`config.mk`:
```
export PLATFORM = sky130hd
export DESIGN_NAME = wit_timer_flat
export DESIGN_NICKNAME = d
export VERILOG_FILES = /design/src/wit_pkg.sv /design/src/wit_link_if.sv /design/src/wit_timer.sv /design/src/flat_wrapper.sv
export SDC_FILE = /design/constraint.sdc
export NUM_CORES = 1
export LEC_CHECK = 0
export ABC_AREA = 1
export BUFFER_PORTS_ARGS = -buffer_cell sky130_fd_sc_hd__buf_2
export CORE_UTILIZATION = 40
export CTS_BUF_LIST = sky130_fd_sc_hd__clkbuf_8
export DETAILED_ROUTE_END_ITERATION = 10
export SLEW_MARGIN = 10
export SYNTH_ARGS = -nofsm -noshare
export SYNTH_HDL_FRONTEND = slang
export SYNTH_SLANG_ARGS = --single-unit
```
`constraint.sdc`:
```
create_clock -name CLK -period 2.2 [get_ports CLK]
set_clock_uncertainty 0.2 [all_clocks]
set_input_delay 0.22 -clock CLK [delete_from_list [all_inputs] [get_ports CLK]]
set_output_delay 0.22 -clock CLK [all_outputs]
set_load 0.1 [all_outputs]
```
`src/wit_pkg.sv`:
```
// Shared constants and types for the watchdog interval timer and its controller.
package wit_pkg;
    // Write keys carried in the upper byte of a word write.
    localparam logic [7:0] COUNT_KEY = 8'h5A;
    localparam logic [7:0] CSR_KEY = 8'hA5;
    // Values after power-on reset.
    localparam logic [7:0] COUNT_RESET = 8'h00;
    localparam logic [7:0] CSR_RESET = 8'h00;
    localparam logic [11:0] PRESCALE_RESET = 12'h000;
    // Control/status field positions.
    localparam int RUN_BIT = 7;
    localparam int MODE_BIT = 6;
    localparam int KIND_BIT = 5;
    localparam int GUARD_BIT = 4;
    localparam int PERIODIC_BIT = 3;
    localparam int CKS_LSB = 0;
    localparam int CKS_W = 3;
    localparam int PRESCALE_W = 12;
    // Prescaler shift per divider code: 1, 1/4, 1/16, 1/32, 1/64, 1/256, 1/1024, 1/4096.
    localparam logic [3:0] DIV_SHIFT [8] = '{4'h0, 4'h2, 4'h4, 4'h5, 4'h6, 4'h8, 4'hA, 4'hC};
    // Access sizes and targets on the device bus.
    localparam logic [1:0] SIZE_BYTE = 2'h0;
    localparam logic [1:0] SIZE_WORD = 2'h1;
    localparam logic [1:0] SIZE_LONG = 2'h2;
    localparam logic TARGET_COUNT = 1'b0;
    localparam logic TARGET_CSR = 1'b1;
    // Controller APB map.
    localparam int APB_AW = 12;
    localparam logic [11:0] CMD_OFF = 12'h000;
    localparam logic [11:0] STATUS_OFF = 12'h004;
    localparam logic [11:0] EVENT_OFF = 12'h008;
    // Command word fields.
    localparam int CMD_DATA_LSB = 0;
    localparam int CMD_TARGET_BIT = 8;
    localparam int CMD_READ_BIT = 9;
    localparam int CMD_SETTLE_BIT = 10;
    localparam int CMD_RAW_BIT = 11;
    localparam int CMD_RAW_KEY_LSB = 16;
    // Status word fields.
    localparam int ST_BUSY_BIT = 0;
    localparam int ST_DATA_LSB = 8;
    // Event bits.
    localparam int EV_RESET = 0;
    localparam int EV_IRQ = 1;
    localparam int EV_RESUME = 2;
    localparam int EV_W = 3;
    localparam int EV_MANUAL = 3;
    localparam int ST_EV_LSB = 16;
    typedef enum logic [1:0] {
        H_IDLE = 2'b01,
        H_WAIT = 2'b10
    } wit_host_state_e;
endpackage

```
`src/wit_link_if.sv`:
```
// Connection between the watchdog interval timer and the party that drives it.
`timescale 1ns/10ps
interface wit_link_if;
    logic req;
    logic write;
    logic target;
    logic [1:0] size;
    logic [15:0] wdata;
    logic [7:0] rdata;
    logic ack;
    logic settle_start;
    logic reset_req;
    logic reset_manual;
    logic timer_irq;
    logic clock_resume;
    modport dev (
        input req, write, target, size, wdata, settle_start,
        output rdata, ack, reset_req, reset_manual, timer_irq, clock_resume
    );
    modport host (
        output req, write, target, size, wdata, settle_start,
        input rdata, ack, reset_req, reset_manual, timer_irq, clock_resume
    );
endinterface

```
`src/wit_timer.sv`:
```
// Watchdog interval timer: counter, control/status register, prescaler and keyed bus.
`timescale 1ns/10ps
module wit_timer (
    // Clock and power-on reset.
    input wire logic CLK,
    input wire logic RST_B,
    // Link to the processor side.
    wit_link_if.dev LINK,
    // Observation of the count.
    output logic [7:0] COUNT_VALUE,
    output logic COUNT_ACTIVE
);
    typedef struct packed {
        logic [7:0] count;
        logic run;
        logic mode;
        logic kind;
        logic guard_flag;
        logic periodic_flag;
        logic [2:0] cks;
        logic [11:0] pre;
        logic settle;
        logic ack;
        logic [7:0] rdata;
        logic reset_req;
        logic reset_manual;
        logic irq;
        logic resume;
        logic counting;
    } wit_dev_s;

    wit_dev_s s_q;
    wit_dev_s s_d;

    // True on the prescaler cycle that ends one period of the selected division.
    function automatic logic div_tick(input logic [2:0] cks, input logic [11:0] pre);
        logic [11:0] mask;
        mask = ~(12'hFFF << wit_pkg::DIV_SHIFT[cks]);
        div_tick = ((pre & mask) == mask);
    endfunction

    // Packs the control fields into their byte positions.
    function automatic logic [7:0] csr_byte(input wit_dev_s s);
        logic [7:0] b;
        b = 8'h00;
        b[wit_pkg::RUN_BIT] = s.run;
        b[wit_pkg::MODE_BIT] = s.mode;
        b[wit_pkg::KIND_BIT] = s.kind;
        b[wit_pkg::GUARD_BIT] = s.guard_flag;
        b[wit_pkg::PERIODIC_BIT] = s.periodic_flag;
        b[wit_pkg::CKS_LSB +: wit_pkg::CKS_W] = s.cks;
        csr_byte = b;
    endfunction

    // Matches a word write aimed at one register that carries that register's key.
    // Anything else is still acknowledged, so a stray write stalls nothing but lands nowhere.
    function automatic logic keyed_write(input logic is_word, input logic in_target,
            input logic [7:0] in_key, input logic want_target, input logic [7:0] want_key);
        keyed_write = is_word & (in_target == want_target) & (in_key == want_key);
    endfunction

    logic tick;
    logic active;
    logic wrap;
    logic set_guard;
    logic set_periodic;
    logic take;
    logic word_write;
    logic [7:0] key;
    logic [7:0] low;
    logic count_write;
    logic csr_write;

    always_comb begin
        s_d = s_q;
        s_d.ack = 1'b0;
        s_d.reset_req = 1'b0;
        s_d.irq = 1'b0;
        s_d.resume = 1'b0;
        set_guard = 1'b0;
        set_periodic = 1'b0;
        key = LINK.wdata[15:8];
        low = LINK.wdata[7:0];
        // The prescaler runs free so that a divider change never stalls the count.
        s_d.pre = s_q.pre + 12'h001;
        tick = div_tick(s_q.cks, s_q.pre);
        active = s_q.run | s_q.settle;
        wrap = active & tick & (s_q.count == 8'hFF);
        if (active & tick) begin
            s_d.count = s_q.count + 8'h01;
        end
        // The reset request, interrupt and resume flops pulse for the one cycle after the wrap edge, so one wrap
        // gives exactly one request.
        if (wrap) begin
            if (s_q.settle) begin
                // Settling takes priority; no flag moves and the control byte stays.
                s_d.settle = 1'b0;
                s_d.resume = 1'b1;
            end else if (s_q.mode) begin
                set_guard = 1'b1;
                s_d.reset_req = 1'b1;
                s_d.reset_manual = s_q.kind;
            end else begin
                set_periodic = 1'b1;
                s_d.irq = 1'b1;
            end
        end
        if (LINK.settle_start) begin
            s_d.settle = 1'b1;
        end
        // The acknowledge flop keeps a held request from being taken twice.
        take = LINK.req & ~s_q.ack;
        word_write = take & LINK.write & (LINK.size == wit_pkg::SIZE_WORD);
        count_write = keyed_write(word_write, LINK.target, key, wit_pkg::TARGET_COUNT,
            wit_pkg::COUNT_KEY);
        csr_write = keyed_write(word_write, LINK.target, key, wit_pkg::TARGET_CSR,
            wit_pkg::CSR_KEY);
        if (take) begin
            s_d.ack = 1'b1;
            if (!LINK.write) begin
                // Any read size returns the byte; software is expected to use byte reads.
                if (LINK.target == wit_pkg::TARGET_CSR) begin
                    s_d.rdata = csr_byte(s_q);
                end else begin
                    s_d.rdata = s_q.count;
                end
            end
        end
        if (count_write) begin
            // A keyed write overrides an increment in the same cycle.
            s_d.count = low;
        end
        s_d.guard_flag = s_q.guard_flag;
        s_d.periodic_flag = s_q.periodic_flag;
        if (csr_write) begin
            s_d.run = low[wit_pkg::RUN_BIT];
            s_d.mode = low[wit_pkg::MODE_BIT];
            s_d.kind = low[wit_pkg::KIND_BIT];
            s_d.cks = low[wit_pkg::CKS_LSB +: wit_pkg::CKS_W];
            s_d.guard_flag = s_q.guard_flag & low[wit_pkg::GUARD_BIT];
            s_d.periodic_flag = s_q.periodic_flag & low[wit_pkg::PERIODIC_BIT];
        end
        // A flag event in the clearing cycle still lands.
        s_d.guard_flag = s_d.guard_flag | set_guard;
        s_d.periodic_flag = s_d.periodic_flag | set_periodic;
        // The activity pin gets its own flop so that it never carries a gate's glitch.
        s_d.counting = s_d.run | s_d.settle;
    end

    // Only the power-on reset pin clears this state; the resets the block raises
    // go elsewhere in the chip and leave counter and control byte alone.
    always_ff @(posedge CLK or negedge RST_B) begin
        if (!RST_B) begin
            s_q.count <= wit_pkg::COUNT_RESET;
            s_q.run <= wit_pkg::CSR_RESET[wit_pkg::RUN_BIT];
            s_q.mode <= wit_pkg::CSR_RESET[wit_pkg::MODE_BIT];
            s_q.kind <= wit_pkg::CSR_RESET[wit_pkg::KIND_BIT];
            s_q.guard_flag <= wit_pkg::CSR_RESET[wit_pkg::GUARD_BIT];
            s_q.periodic_flag <= wit_pkg::CSR_RESET[wit_pkg::PERIODIC_BIT];
            s_q.cks <= wit_pkg::CSR_RESET[wit_pkg::CKS_LSB +: wit_pkg::CKS_W];
            s_q.pre <= wit_pkg::PRESCALE_RESET;
            s_q.settle <= 1'b0;
            s_q.ack <= 1'b0;
            s_q.rdata <= 8'h00;
            s_q.reset_req <= 1'b0;
            s_q.reset_manual <= 1'b0;
            s_q.irq <= 1'b0;
            s_q.resume <= 1'b0;
            s_q.counting <= 1'b0;
        end else begin
            s_q <= s_d;
        end
    end

    // A mode or divider change while counting is not guarded: the prescaler is never
    // cleared, so the first tick after a divider change may come early.
    // After a settle wrap the counter stops unless the run bit is set.
    assign LINK.rdata = s_q.rdata;
    assign LINK.ack = s_q.ack;
    assign LINK.reset_req = s_q.reset_req;
    assign LINK.reset_manual = s_q.reset_manual;
    assign LINK.timer_irq = s_q.irq;
    assign LINK.clock_resume = s_q.resume;
    assign COUNT_VALUE = s_q.count;
    assign COUNT_ACTIVE = s_q.counting;
endmodule

```
`src/flat_wrapper.sv`:
```
// flat-port wrapper written by rule: the top's interface ports become plain ports
module wit_timer_flat 
  (CLK, RST_B, COUNT_VALUE, COUNT_ACTIVE, LINK_req, LINK_write, LINK_target, LINK_size, LINK_wdata, LINK_settle_start, LINK_rdata, LINK_ack, LINK_reset_req, LINK_reset_manual, LINK_timer_irq, LINK_clock_resume);
  wit_link_if LINK_i ();
  input wire logic CLK;
  input wire logic RST_B;
  output logic [7:0] COUNT_VALUE;
  output logic COUNT_ACTIVE;
  input wire logic [$bits(LINK_i.req)-1:0] LINK_req;
  input wire logic [$bits(LINK_i.write)-1:0] LINK_write;
  input wire logic [$bits(LINK_i.target)-1:0] LINK_target;
  input wire logic [$bits(LINK_i.size)-1:0] LINK_size;
  input wire logic [$bits(LINK_i.wdata)-1:0] LINK_wdata;
  input wire logic [$bits(LINK_i.settle_start)-1:0] LINK_settle_start;
  output wire logic [$bits(LINK_i.rdata)-1:0] LINK_rdata;
  output wire logic [$bits(LINK_i.ack)-1:0] LINK_ack;
  output wire logic [$bits(LINK_i.reset_req)-1:0] LINK_reset_req;
  output wire logic [$bits(LINK_i.reset_manual)-1:0] LINK_reset_manual;
  output wire logic [$bits(LINK_i.timer_irq)-1:0] LINK_timer_irq;
  output wire logic [$bits(LINK_i.clock_resume)-1:0] LINK_clock_resume;
  assign LINK_i.req = LINK_req;
  assign LINK_i.write = LINK_write;
  assign LINK_i.target = LINK_target;
  assign LINK_i.size = LINK_size;
  assign LINK_i.wdata = LINK_wdata;
  assign LINK_i.settle_start = LINK_settle_start;
  assign LINK_rdata = LINK_i.rdata;
  assign LINK_ack = LINK_i.ack;
  assign LINK_reset_req = LINK_i.reset_req;
  assign LINK_reset_manual = LINK_i.reset_manual;
  assign LINK_timer_irq = LINK_i.timer_irq;
  assign LINK_clock_resume = LINK_i.clock_resume;
  wit_timer u_core (.CLK(CLK), .RST_B(RST_B), .LINK(LINK_i), .COUNT_VALUE(COUNT_VALUE), .COUNT_ACTIVE(COUNT_ACTIVE));
endmodule
```
==> metrics, run 1 <==
ranking of synthesized cells by instance count nand2_1, dfrtp_1, inv_1; CP max-delay cell dfrtp_2; placed wire-length estimate after detailed placement about 3.7 mm; max-capacitance violation count 0; clock latency on the worst-skew pair 300 ps; max-slew violations 0; data required time of the worst path about 2200 ps; count of pins on the block boundary 46; cell mode on critical path nand2_1; post-route clock period utilization 0.922; overall global routing resource usage 0.174; maximum ir drop on the vdd rail 0.000522 V; mean routed wirelength per cell about 12 µm; post-synth cell types 26; pin count of the biggest net entering global routing 17; cell count of the worst hold path 3; Max Clk Rate a little under 500 MHz; width of the die 79.2 µm; count of state elements after synthesis 43; top flip-flop cell by instance count after synthesis dfrtp_1; Tot Pwr between 0.002 and 0.003 W; root buf cell clkbuf_8; FILL cells approximately 590; ys async rst share 1.00; Port Buffers 45; first-pass GRT wire length roughly 8.4 mm; total via count after detailed routing around 1900; cell count after synthesis between 200 and 300; setup TNS after final layout 0 ps; number of enable flip-flop cells after synthesis 0; area grow syn2layout 16.5%; delay of the slowest critical-path stage 420 ps; startpoint of the most critical register-to-register path u_core.s_q[28]; most instantiated library cell after synthesis nand2_1; post-synthesis cell area about 2400 µm²; number of violations reported at the end of detailed-routing iteration 0 between 70 and 80; minimum period implied by the final worst setup slack roughly 2000 ps; Site Rows 27; synthesized area divided by synthesized cell count between 8 and 9 µm²; Tightest Pin Transition 494 ps; number of H-tree levels 2; proportion of layout cells with a drive suffix above 1 0.223; Post-Syn Nets approximately 310; type of the worst min-delay path input pin to register; Post-layout nets roughly 360; number of detailed-routing iterations run before antenna repair 4; number of nets still failing antenna checks after routing 0; initial core utilization 0.425; CP arrival 2040 ps; hold wc startpoint LINK_wdata[5]; max-slew headroom at the worst pin 0.673; CP Capture Type register; Placer Congestion a little under 0.8; vias in the first global route between 1500 and 2000; power density cells 1060 nW/µm²; vias per cell 4.70; Die Y-Extent between 70 and 80 µm; class of the most critical setup path register to register; number of CTS-inserted buffers 5; wire length after detailed routing around 4.7 mm; ordered cell list for the critical path inv_1, ha_1, nand2_1, o21ai_2, nor2_1, o21ai_1, nand3_2, o21ai_4, buf_12, nand2_1, o21ai_0; area share of the largest cell type after synthesis 0.452; worst reg-to-reg path cell count 11; Congestion Overflow GR 0; Multi-input gate area 987 µm²; antenna violations before repair 0; Synthesis Warnings 0; sequential element share of the synthesized area 0.452; maximum fanout encountered on the critical timing path 16; clock tree from TritonCTS yes; post-route DRC violation count 0; ANT cells 0; cell leakage power 1.46 nW; final-report hold violation count 0; number of buffers on the longest clock path 2; top post-synthesis cells by area dfrtp_1, nand2_1, inv_1; outcome finished, final reports clean; beginning of the critical path u_core.s_q[28]; area taken by flip-flops and latches ~1100 µm²; clock sinks 43; area of the core roughly 5600 µm²; clock slew at the register clock pins of the worst setup and hold paths about 80 ps; cell type contributing the most total cell area after synthesis dfrtp_1; Total Die Area roughly 6300 µm²; final setup vio count 0; CP startpoint kind register
-- power breakdown --
group	leakage [nW]	internal, W	switching (W)
sequential	0.523	0.000895	0.0000962
combinational	0.874	0.000274	0.00105
clock	0.0612	0.000367	0.000272
-- path summary, 6_finish.rpt --
kind / slack [ps] / to
max: 170 / u_core.COUNT_VALUE[5]
min: 3 / u_core.s_q[32]
max reg2reg: 170 / u_core.COUNT_VALUE[5]
min reg2reg: 270 / u_core.s_q[15]
max in group asynchronous: 1130 / u_core.s_q[27]
min in group asynchronous: 130 / u_core.s_q[22]
-- layout make-up --
class	instances	area share
Timing Repair Buffer	58	0.126
Multi-Input combinational cell	179	0.356
Inverter	40	0.0541
Clock buffer	6	0.0298
Clock inverter	2	0.0126
Tap cell	72	0.0325
Sequential cell	43	0.389
-- worst max-delay path, delay by kind of cell, from the launching register on --
kind / cells / cell delay, ps
AO/OA/AOI/OAI: 4 / 480
flip-flops: 1 / 420
AND/OR/NAND/NOR: 4 / 310
adder cells (fa/ha/maj): 1 / 280
buffers and inverters: 2 / 240
-- per-layer routing --
layer  routed length [µm]  GRT usage  vias to the layer above
li1                     -          -                      969
met1                 2260      0.230                      851
met2                 2110      0.279                       51
met3                  281     0.0345                        8
met4                   72     0.0655                        0
met5                    0          0                        -
-- placed cells by master (no fill, tap or decap), types with 5 or more instances in the layout --
| cell type | instances |
|---|---|
| nor2_1 | 14 |
| buf_2 | 45 |
| dfrtp_1 | 41 |
| nor3_1 | 6 |
| clkbuf_8 | 6 |
| ha_1 | 5 |
| nand3_1 | 15 |
| xor2_1 | 14 |
| o21ai_0 | 22 |
| nand2_1 | 66 |
| inv_1 | 40 |
| nand4_1 | 8 |
| o21a_1 | 8 |
| dlygate4sd3_1 | 6 |
| buf_4 | 6 |
-- state kept, by name, summed over array words and instances (netlist names) --
name / cells
u_core.LINK.clock_resume: 1
u_core.COUNT_VALUE: 8
u_core.LINK.timer_irq: 1
u_core.LINK.ack: 1
u_core.s_q: 21
u_core.LINK.rdata: 8
u_core.COUNT_ACTIVE: 1
u_core.LINK.reset_req: 1
u_core.LINK.reset_manual: 1
-- repair_timing --
item | 4_1_cts | 5_1_grt
resized for setup | 0 | 3
hold endpoints to repair | 49 | 0
pin swaps | 1 | 1
hold buffers | 6 | 0
setup buffers | 0 | 1
setup endpoints to repair | 1 | 13
-- per-stage QoR --
| stage | utilization | setup WS, ps | hold slack, ps | cell area (µm²) | std cells |
|---|---|---|---|---|---|
| 2_1_floorplan | - | 104 | -276 | 2380 | 285 |
| 3_3_place_gp | 0.459 | 117 | -65.5 | 2570 | 385 |
| 3_5_place_dp | 0.459 | 38.6 | -65.1 | 2570 | 385 |
| 4_1_cts | 0.490 | 3.79 | 1.32 | 2750 | 399 |
| 5_1_grt | 0.495 | -14.7 | 15.4 | 2770 | 400 |
| 6_report | 0.495 | 171 | 3.49 | 2770 | 400 |
-- logic make-up after synthesis --
| logic type | synth area share |
|---|---|
| buffers and inverters | 0.135 |
| AND/OR/NAND/NOR | 0.217 |
| adder cells (fa/ha/maj) | 0.0263 |
| AO/OA/AOI/OAI | 0.112 |
| flip-flops | 0.452 |
| XOR/XNOR | 0.0589 |
No activity file was read; power rests on OpenSTA's default activity.
==> inputs of run 2 (changes only) <==
--- a/config.mk
+++ b/config.mk
@@ -5,7 +5,6 @@
 export SDC_FILE = /design/constraint.sdc
 export NUM_CORES = 1
 export LEC_CHECK = 0
-export ABC_AREA = 1
 export BUFFER_PORTS_ARGS = -buffer_cell sky130_fd_sc_hd__buf_2
 export CORE_UTILIZATION = 40
 export CTS_BUF_LIST = sky130_fd_sc_hd__clkbuf_8
==> run 2 against run 1 <==
Compared with the run above: the flow now finishes with violations (negative setup slack); die area down 2.3%; combinational power fell by 74%; routed wire length up 20%; maximum frequency down 17%; core utilization up 8.4 points; via count rose by 4.7%; critical endpoint is now u_core.LINK.reset_manual; highest routed layer unchanged.
==> metrics, run 2 <==
synthesized area divided by synthesized cell count roughly 10 µm²; FILL cells 480; post-route clock period utilization 1.12; sequential element share of the synthesized area 0.463; Port Buffers 45; area taken by flip-flops and latches about 1100 µm²; number of nets still failing antenna checks after routing 0; final instance area approximately 3200 µm²; worst hold slack after final layout between 10 and 15 ps; post-route DRC violation count 0; final setup vio count 13; most instantiated library cell after synthesis dfrtp_1; max-slew headroom at the worst pin 0.501; max-slew violations 0; detailed-route wire length on metal 1 2.47 mm; number of CTS-inserted buffers 5; Detail Route met2 WL a little under 3 mm; clock slew at the register clock pins of the worst setup and hold paths 80 ps; crit-path leading delay family simple AND/OR/NAND/NOR gates; cell leakage power between 1 and 1.5 nW; Site Rows 27; delay of the slowest critical-path stage 560 ps; cell count after synthesis between 200 and 250; clock latency on the worst-skew pair 290 ps; top post-synthesis cells by area dfrtp_1, buf_4, mux2i_1; violated checks negative setup slack; clock sinks 43; number of H-tree levels 2; Post-layout nets between 300 and 400; setup repair after global routing missed its margin true; power density cells between 500 and 600 nW/µm²; count of pins on the block boundary 46; vias per cell between 5 and 6; data required time of the worst path between 2000 and 2500 ps; non-filler cells in the finished layout 388; Tot Pwr 0.00165 W; CP Capture Type register; post-synthesis cell area about 2300 µm²; Post-Syn Nets between 200 and 300; maximum fanout encountered on the critical timing path 4; class of the most critical setup path register to register; total met3 wirelength after detailed routing around 200 µm; ranking of synthesized cells by instance count dfrtp_1, nor2_1, buf_4; ordered cell list for the critical path inv_4, ha_4, or3_4, o211ai_4, nand2_4, or4_4, mux2_4; number of detailed-routing iterations run before antenna repair 4; placed wire-length estimate after detailed placement 4.07 mm; Total Die Area a little over 6000 µm²; final-report hold violation count 0; Placer Congestion 0.899; minimum period implied by the final worst setup slack between 2000 and 2500 ps; standard cell area after detailed placement 2820 µm²; Max Clk Rate 407 MHz; placed instance count roughly 360; vias in the first global route slightly below 2000; root buf cell clkbuf_8; number of buffers on the longest clock path 2; post-synth cell types between 40 and 50; initial core utilization 0.419; Die Y-Extent 78.2 µm; type of the worst min-delay path input pin to register; width of the die 78.2 µm; CP startpoint kind register; proportion of layout cells with a drive suffix above 1 0.434; max-capacitance violation count 0; register with the highest flop count u_core.s_q; area grow syn2layout 38.0%; total via count after detailed routing between 1500 and 2000; cell type contributing the most total cell area after synthesis dfrtp_1; ANT cells 0; area share of the largest cell type after synthesis 0.463; Synthesis Warnings 0; ys async rst share 1.00; maximum ir drop on the vdd rail ~0.00030 V; pin count of the biggest net entering global routing 33; top flip-flop cell by instance count after synthesis dfrtp_1; CP max-delay cell or4_4; Congestion Overflow GR 0; antenna violations before repair 0; Tightest Pin Transition roughly 750 ps; top sig layer met4; number of violations reported at the end of detailed-routing iteration 0 ~110; CP arrival approximately 2400 ps; Util after Layout 0.579; number of enable flip-flop cells after synthesis 0; area of the core about 5500 µm²; mean routed wirelength per cell between 10 and 15 µm; outcome complete, but fails checks; most common library cell in the layout ignoring fill and taps buf_2; count of state elements after synthesis 43; max FFs per register 21; overall global routing resource usage 0.198; final setup slack of the worst path -255 ps; commonest cells after routing, fill and taps aside buf_2, buf_4, dfrtp_1; buffering stage count on the worst path with inverters included 1; wire length after detailed routing 5.64 mm; clock tree from TritonCTS yes; Multi-input gate area approximately 1200 µm²; first-pass GRT wire length 9.34 mm
==> run 2: cell types whose count changed in the layout (fill, tap and decap cells not counted), moves of 7 or more <==
cell	before	now
nand2_1	66	14
buf_4	6	42
inv_1	40	5
o21ai_0	22	5
mux2i_1	0	11
xor2_1	14	3
nand3_1	15	6
a21oi_1	0	8
o21a_1	8	1
==> run 2: path summary, 6_finish.rpt <==
path | slack, ps | cells past startpoint | end | startpoint
max in group asynchronous | 830 | 3 | u_core.s_q[25] | RST_B
min in group asynchronous | 320 | 2 | u_core.LINK.ack | RST_B
worst min register to register | 280 | 1 | u_core.s_q[24] | u_core.s_q[24]
worst min-delay path | 10 | 2 | u_core.s_q[29] | LINK_wdata[2]
worst max register to register | -250 | 7 | u_core.LINK.reset_manual | u_core.s_q[28]
worst max-delay path | -250 | 7 | u_core.LINK.reset_manual | u_core.s_q[28]
==> run 2: through the flow <==
step / TNS (ps) / worst slack (ps)
after floorplan: -788 / -209
after global placement: -1390 / -224
after detailed placement: -1960 / -299
after CTS: -1680 / -216
after global routing: -3130 / -300
final: -2070 / -255
==> run 2: layout make-up <==
class / count / share of cell area
clock buffer: 5 / 0.0215
clock inverter: 3 / 0.00507
inverter: 6 / 0.00780
multi-input combinational: 155 / 0.375
sequential: 43 / 0.337
tap: 72 / 0.0281
timing repair buffer: 104 / 0.226
==> run 2: power breakdown <==
| part | internal (W) | total [W] | switching (W) |
|---|---|---|---|
| sequential | 0.000814 | 0.000825 | 0.0000114 |
| clock | 0.000217 | 0.000484 | 0.000267 |
| combinational | 0.0000864 | 0.000345 | 0.000259 |
==> run 2: cell families after synthesis <==
logic type      Yosys count  synth area share
buf+inv                  30            0.0775
mux                      16            0.0732
fa+ha+maj                 5            0.0269
compound gates           38             0.115
simple gates             85             0.203
flops                    43             0.463
xor+xnor                 11            0.0415
==> run 2: repair_timing <==
action | in CTS | in global routing
hold endpoints to repair | 42 | 0
pin swaps | 13 | 10
cloned | 0 | 1
buffers inserted | 8 | 3
endpoints found under the setup margin | 13 | 16
hold buffers | 9 | 0
gates resized for setup | 11 | 14
==> run 2: layer usage <==
layer  global-route usage  vias up
met2                0.352       38
met4               0.0630        0
met3               0.0419        8
li1                     -      976
met1                0.238      946
met5                    0        -
==> inputs of run 3 (changes only) <==
--- a/config.mk
+++ b/config.mk
@@ -7,7 +7,7 @@
 export LEC_CHECK = 0
 export BUFFER_PORTS_ARGS = -buffer_cell sky130_fd_sc_hd__buf_2
 export CORE_UTILIZATION = 40
-export CTS_BUF_LIST = sky130_fd_sc_hd__clkbuf_8
+export CTS_BUF_LIST = sky130_fd_sc_hd__clkbuf_2 sky130_fd_sc_hd__clkbuf_4 sky130_fd_sc_hd__clkbuf_8
 export DETAILED_ROUTE_END_ITERATION = 10
 export SLEW_MARGIN = 10
 export SYNTH_ARGS = -nofsm -noshare
==> run 3 against run 2 <==
Compared with the run above: the run still ends with negative setup slack left; maximum frequency barely moved; flip-flop and latch count did not move; routed wire length rose by 0.25%; worst setup slack improved by 2.4 ps; combinational power barely moved; register-to-register slack barely moved; core utilization rose by 0.068 points; via count fell by 0.56%; global-route usage barely moved; critical endpoint unchanged; largest cell class unchanged.
==> metrics, run 3 (synthesis gave the netlist of run 2 again) <==
count of pins on the block boundary between 40 and 50; violated checks negative setup slack; buffering stage count on the worst path with inverters included 1; hold wc startpoint LINK_wdata[2]; Tightest Pin Transition ~750 ps; post-route DRC violation count 0; max FFs per register 21; area of the core around 5500 µm²; proportion of layout cells with a drive suffix above 1 0.437; final-report hold violation count 0; number of nets still failing antenna checks after routing 0; Die Y-Extent around 80 µm; Register-to-Register Setup Slack -250 ps; maximum ir drop on the vdd rail 0.000296 V; final setup slack of the worst path -252 ps; maximum fanout encountered on the critical timing path 4; worst reg-to-reg path cell count 7; CP arrival around 2400 ps; max-slew violations 0; overall global routing resource usage 0.198; width of the die 78.2 µm; number of detailed-routing iterations run before antenna repair 4; clock slew at the register clock pins of the worst setup and hold paths 80 ps; Port Buffers 45; final setup vio count 13; first-pass GRT wire length between 9 and 10 mm; vias in the first global route ~2000; clock latency on the worst-skew pair between 200 and 300 ps; wire length after detailed routing 5.65 mm; mean routed wirelength per cell 14.6 µm; Util after Layout 0.579; Site Rows 27; ordered cell list for the critical path inv_4, ha_4, or3_4, o211ai_4, nand2_4, or4_4, mux2_4; number of CTS-inserted buffers 5; worst setup timing slack at the placement stage -299 ps; initial core utilization 0.419; number of H-tree levels 2; placed wire-length estimate after detailed placement roughly 4 mm; antenna violations before repair 0; clock tree from TritonCTS yes; post-route clock period utilization 1.11; Total Die Area 6120 µm²; setup repair after global routing missed its margin true; total via count after detailed routing approximately 2000; destination of the worst hold path u_core.s_q[29]; minimum period implied by the final worst setup slack approximately 2500 ps; class of the most critical setup path register to register; max-capacitance violation count 0; vias per cell 5.04; pin count of the biggest net entering global routing 33; ANT cells 0; crit-path leading delay family simple AND/OR/NAND/NOR gates; cell leakage power 1.46 nW; CP startpoint kind register; CP Capture Type register; CP max-delay cell or4_4; Congestion Overflow GR 0; number of violations reported at the end of detailed-routing iteration 0 79; register with the highest flop count u_core.s_q; worst hold slack after final layout about 14 ps; endpoint of the worst register-to-register path u_core.LINK.reset_manual; Post-layout nets around 340; data required time of the worst path between 2000 and 2500 ps; Placer Congestion 0.899; most common library cell in the layout ignoring fill and taps buf_2; max-slew headroom at the worst pin 0.498; root buf cell clkbuf_8; area grow syn2layout 38.2%; type of the worst min-delay path input pin to register; outcome complete, but fails checks; FILL cells 480; commonest cells after routing, fill and taps aside buf_2, buf_4, dfrtp_1; Max Clk Rate around 400 MHz; power density cells roughly 520 nW/µm²; delay of the slowest critical-path stage about 560 ps; cell count of the worst hold path 2; startpoint of the most critical register-to-register path u_core.s_q[28]; number of buffers on the longest clock path 2; clock sinks 43
[run 3: cell types whose count changed in the layout (fill, tap and decap cells not counted), sizes merged]
cell	delta
clkbuf	+1
inv	-1
[run 3: area by class of cell]
type,instances,area (µm²),share of cell area
Clock inverter,2,12.5,0.00390
Inverter,6,25.0,0.00779
Tap cell,72,90.1,0.0281
Clock buffer,6,76.3,0.0238
Timing Repair Buffer,104,723,0.225
Sequential cell,43,1080,0.336
Multi-Input combinational cell,155,1200,0.375
[run 3: metal layers]
layer | share of wire | up-vias | global-route usage
li1 | - | 976 | -
met4 | 0.024 | 0 | 0.0759
met2 | 0.51 | 36 | 0.348
met5 | 0 | - | 0
met1 | 0.44 | 935 | 0.237
met3 | 0.031 | 10 | 0.0419
[run 3: report_power, final]
part	total (W)	internal [W]	leakage, nW	switching (W)
clock	0.000501	0.000234	0.0446	0.000267
combinational	0.000345	0.0000864	0.924	0.000259
sequential	0.000825	0.000814	0.492	0.0000114
total	0.00167	0.00113	1.46	0.000537
[run 3: worst register-to-register path: cells and delay by family (launching register included)]
kind	cells	cell delay (ps)
muxes	1	310
buffers and inverters	1	70
AOI/OAI and AO/OA	1	210
and+or+nand+nor	3	960
DFF	1	430
adders and majority gates	1	160
[run 3: worst max-delay path by stage]
stage                                           to  slack [ps]            from  cells after the start
after floorplan           u_core.LINK.reset_manual        -210  u_core.s_q[28]                      6
after global placement    u_core.LINK.reset_manual        -220  u_core.s_q[27]                      6
after detailed placement  u_core.LINK.reset_manual        -300  u_core.s_q[27]                      7
after CTS                 u_core.LINK.reset_manual        -220  u_core.s_q[28]                      7
after global routing      u_core.LINK.reset_manual        -310  u_core.s_q[28]                      7
final                     u_core.LINK.reset_manual        -250  u_core.s_q[28]                      7
[run 3: what timing repair did]
| action | 4_1_cts | 5_1_grt |
|---|---|---|
| gates resized for setup | 11 | 14 |
| pin swaps | 13 | 10 |
| setup endpoints to repair | 13 | 16 |
| cloned | 0 | 1 |
| setup buffers | 8 | 3 |
| hold buffers | 9 | 0 |
| endpoints found under the hold margin | 42 | 0 |
[run 3: stage by stage]
step,TNS [ps],cell area [µm²],total power [W],instances
final,-2070,3210,0.00167,388
after global routing,-3160,3210,0.00175,388
after CTS,-1680,3120,0.00169,384
after detailed placement,-1960,2820,0.00117,359
after global placement,-1390,2820,0.00117,359
after floorplan,-788,2370,0.00111,228
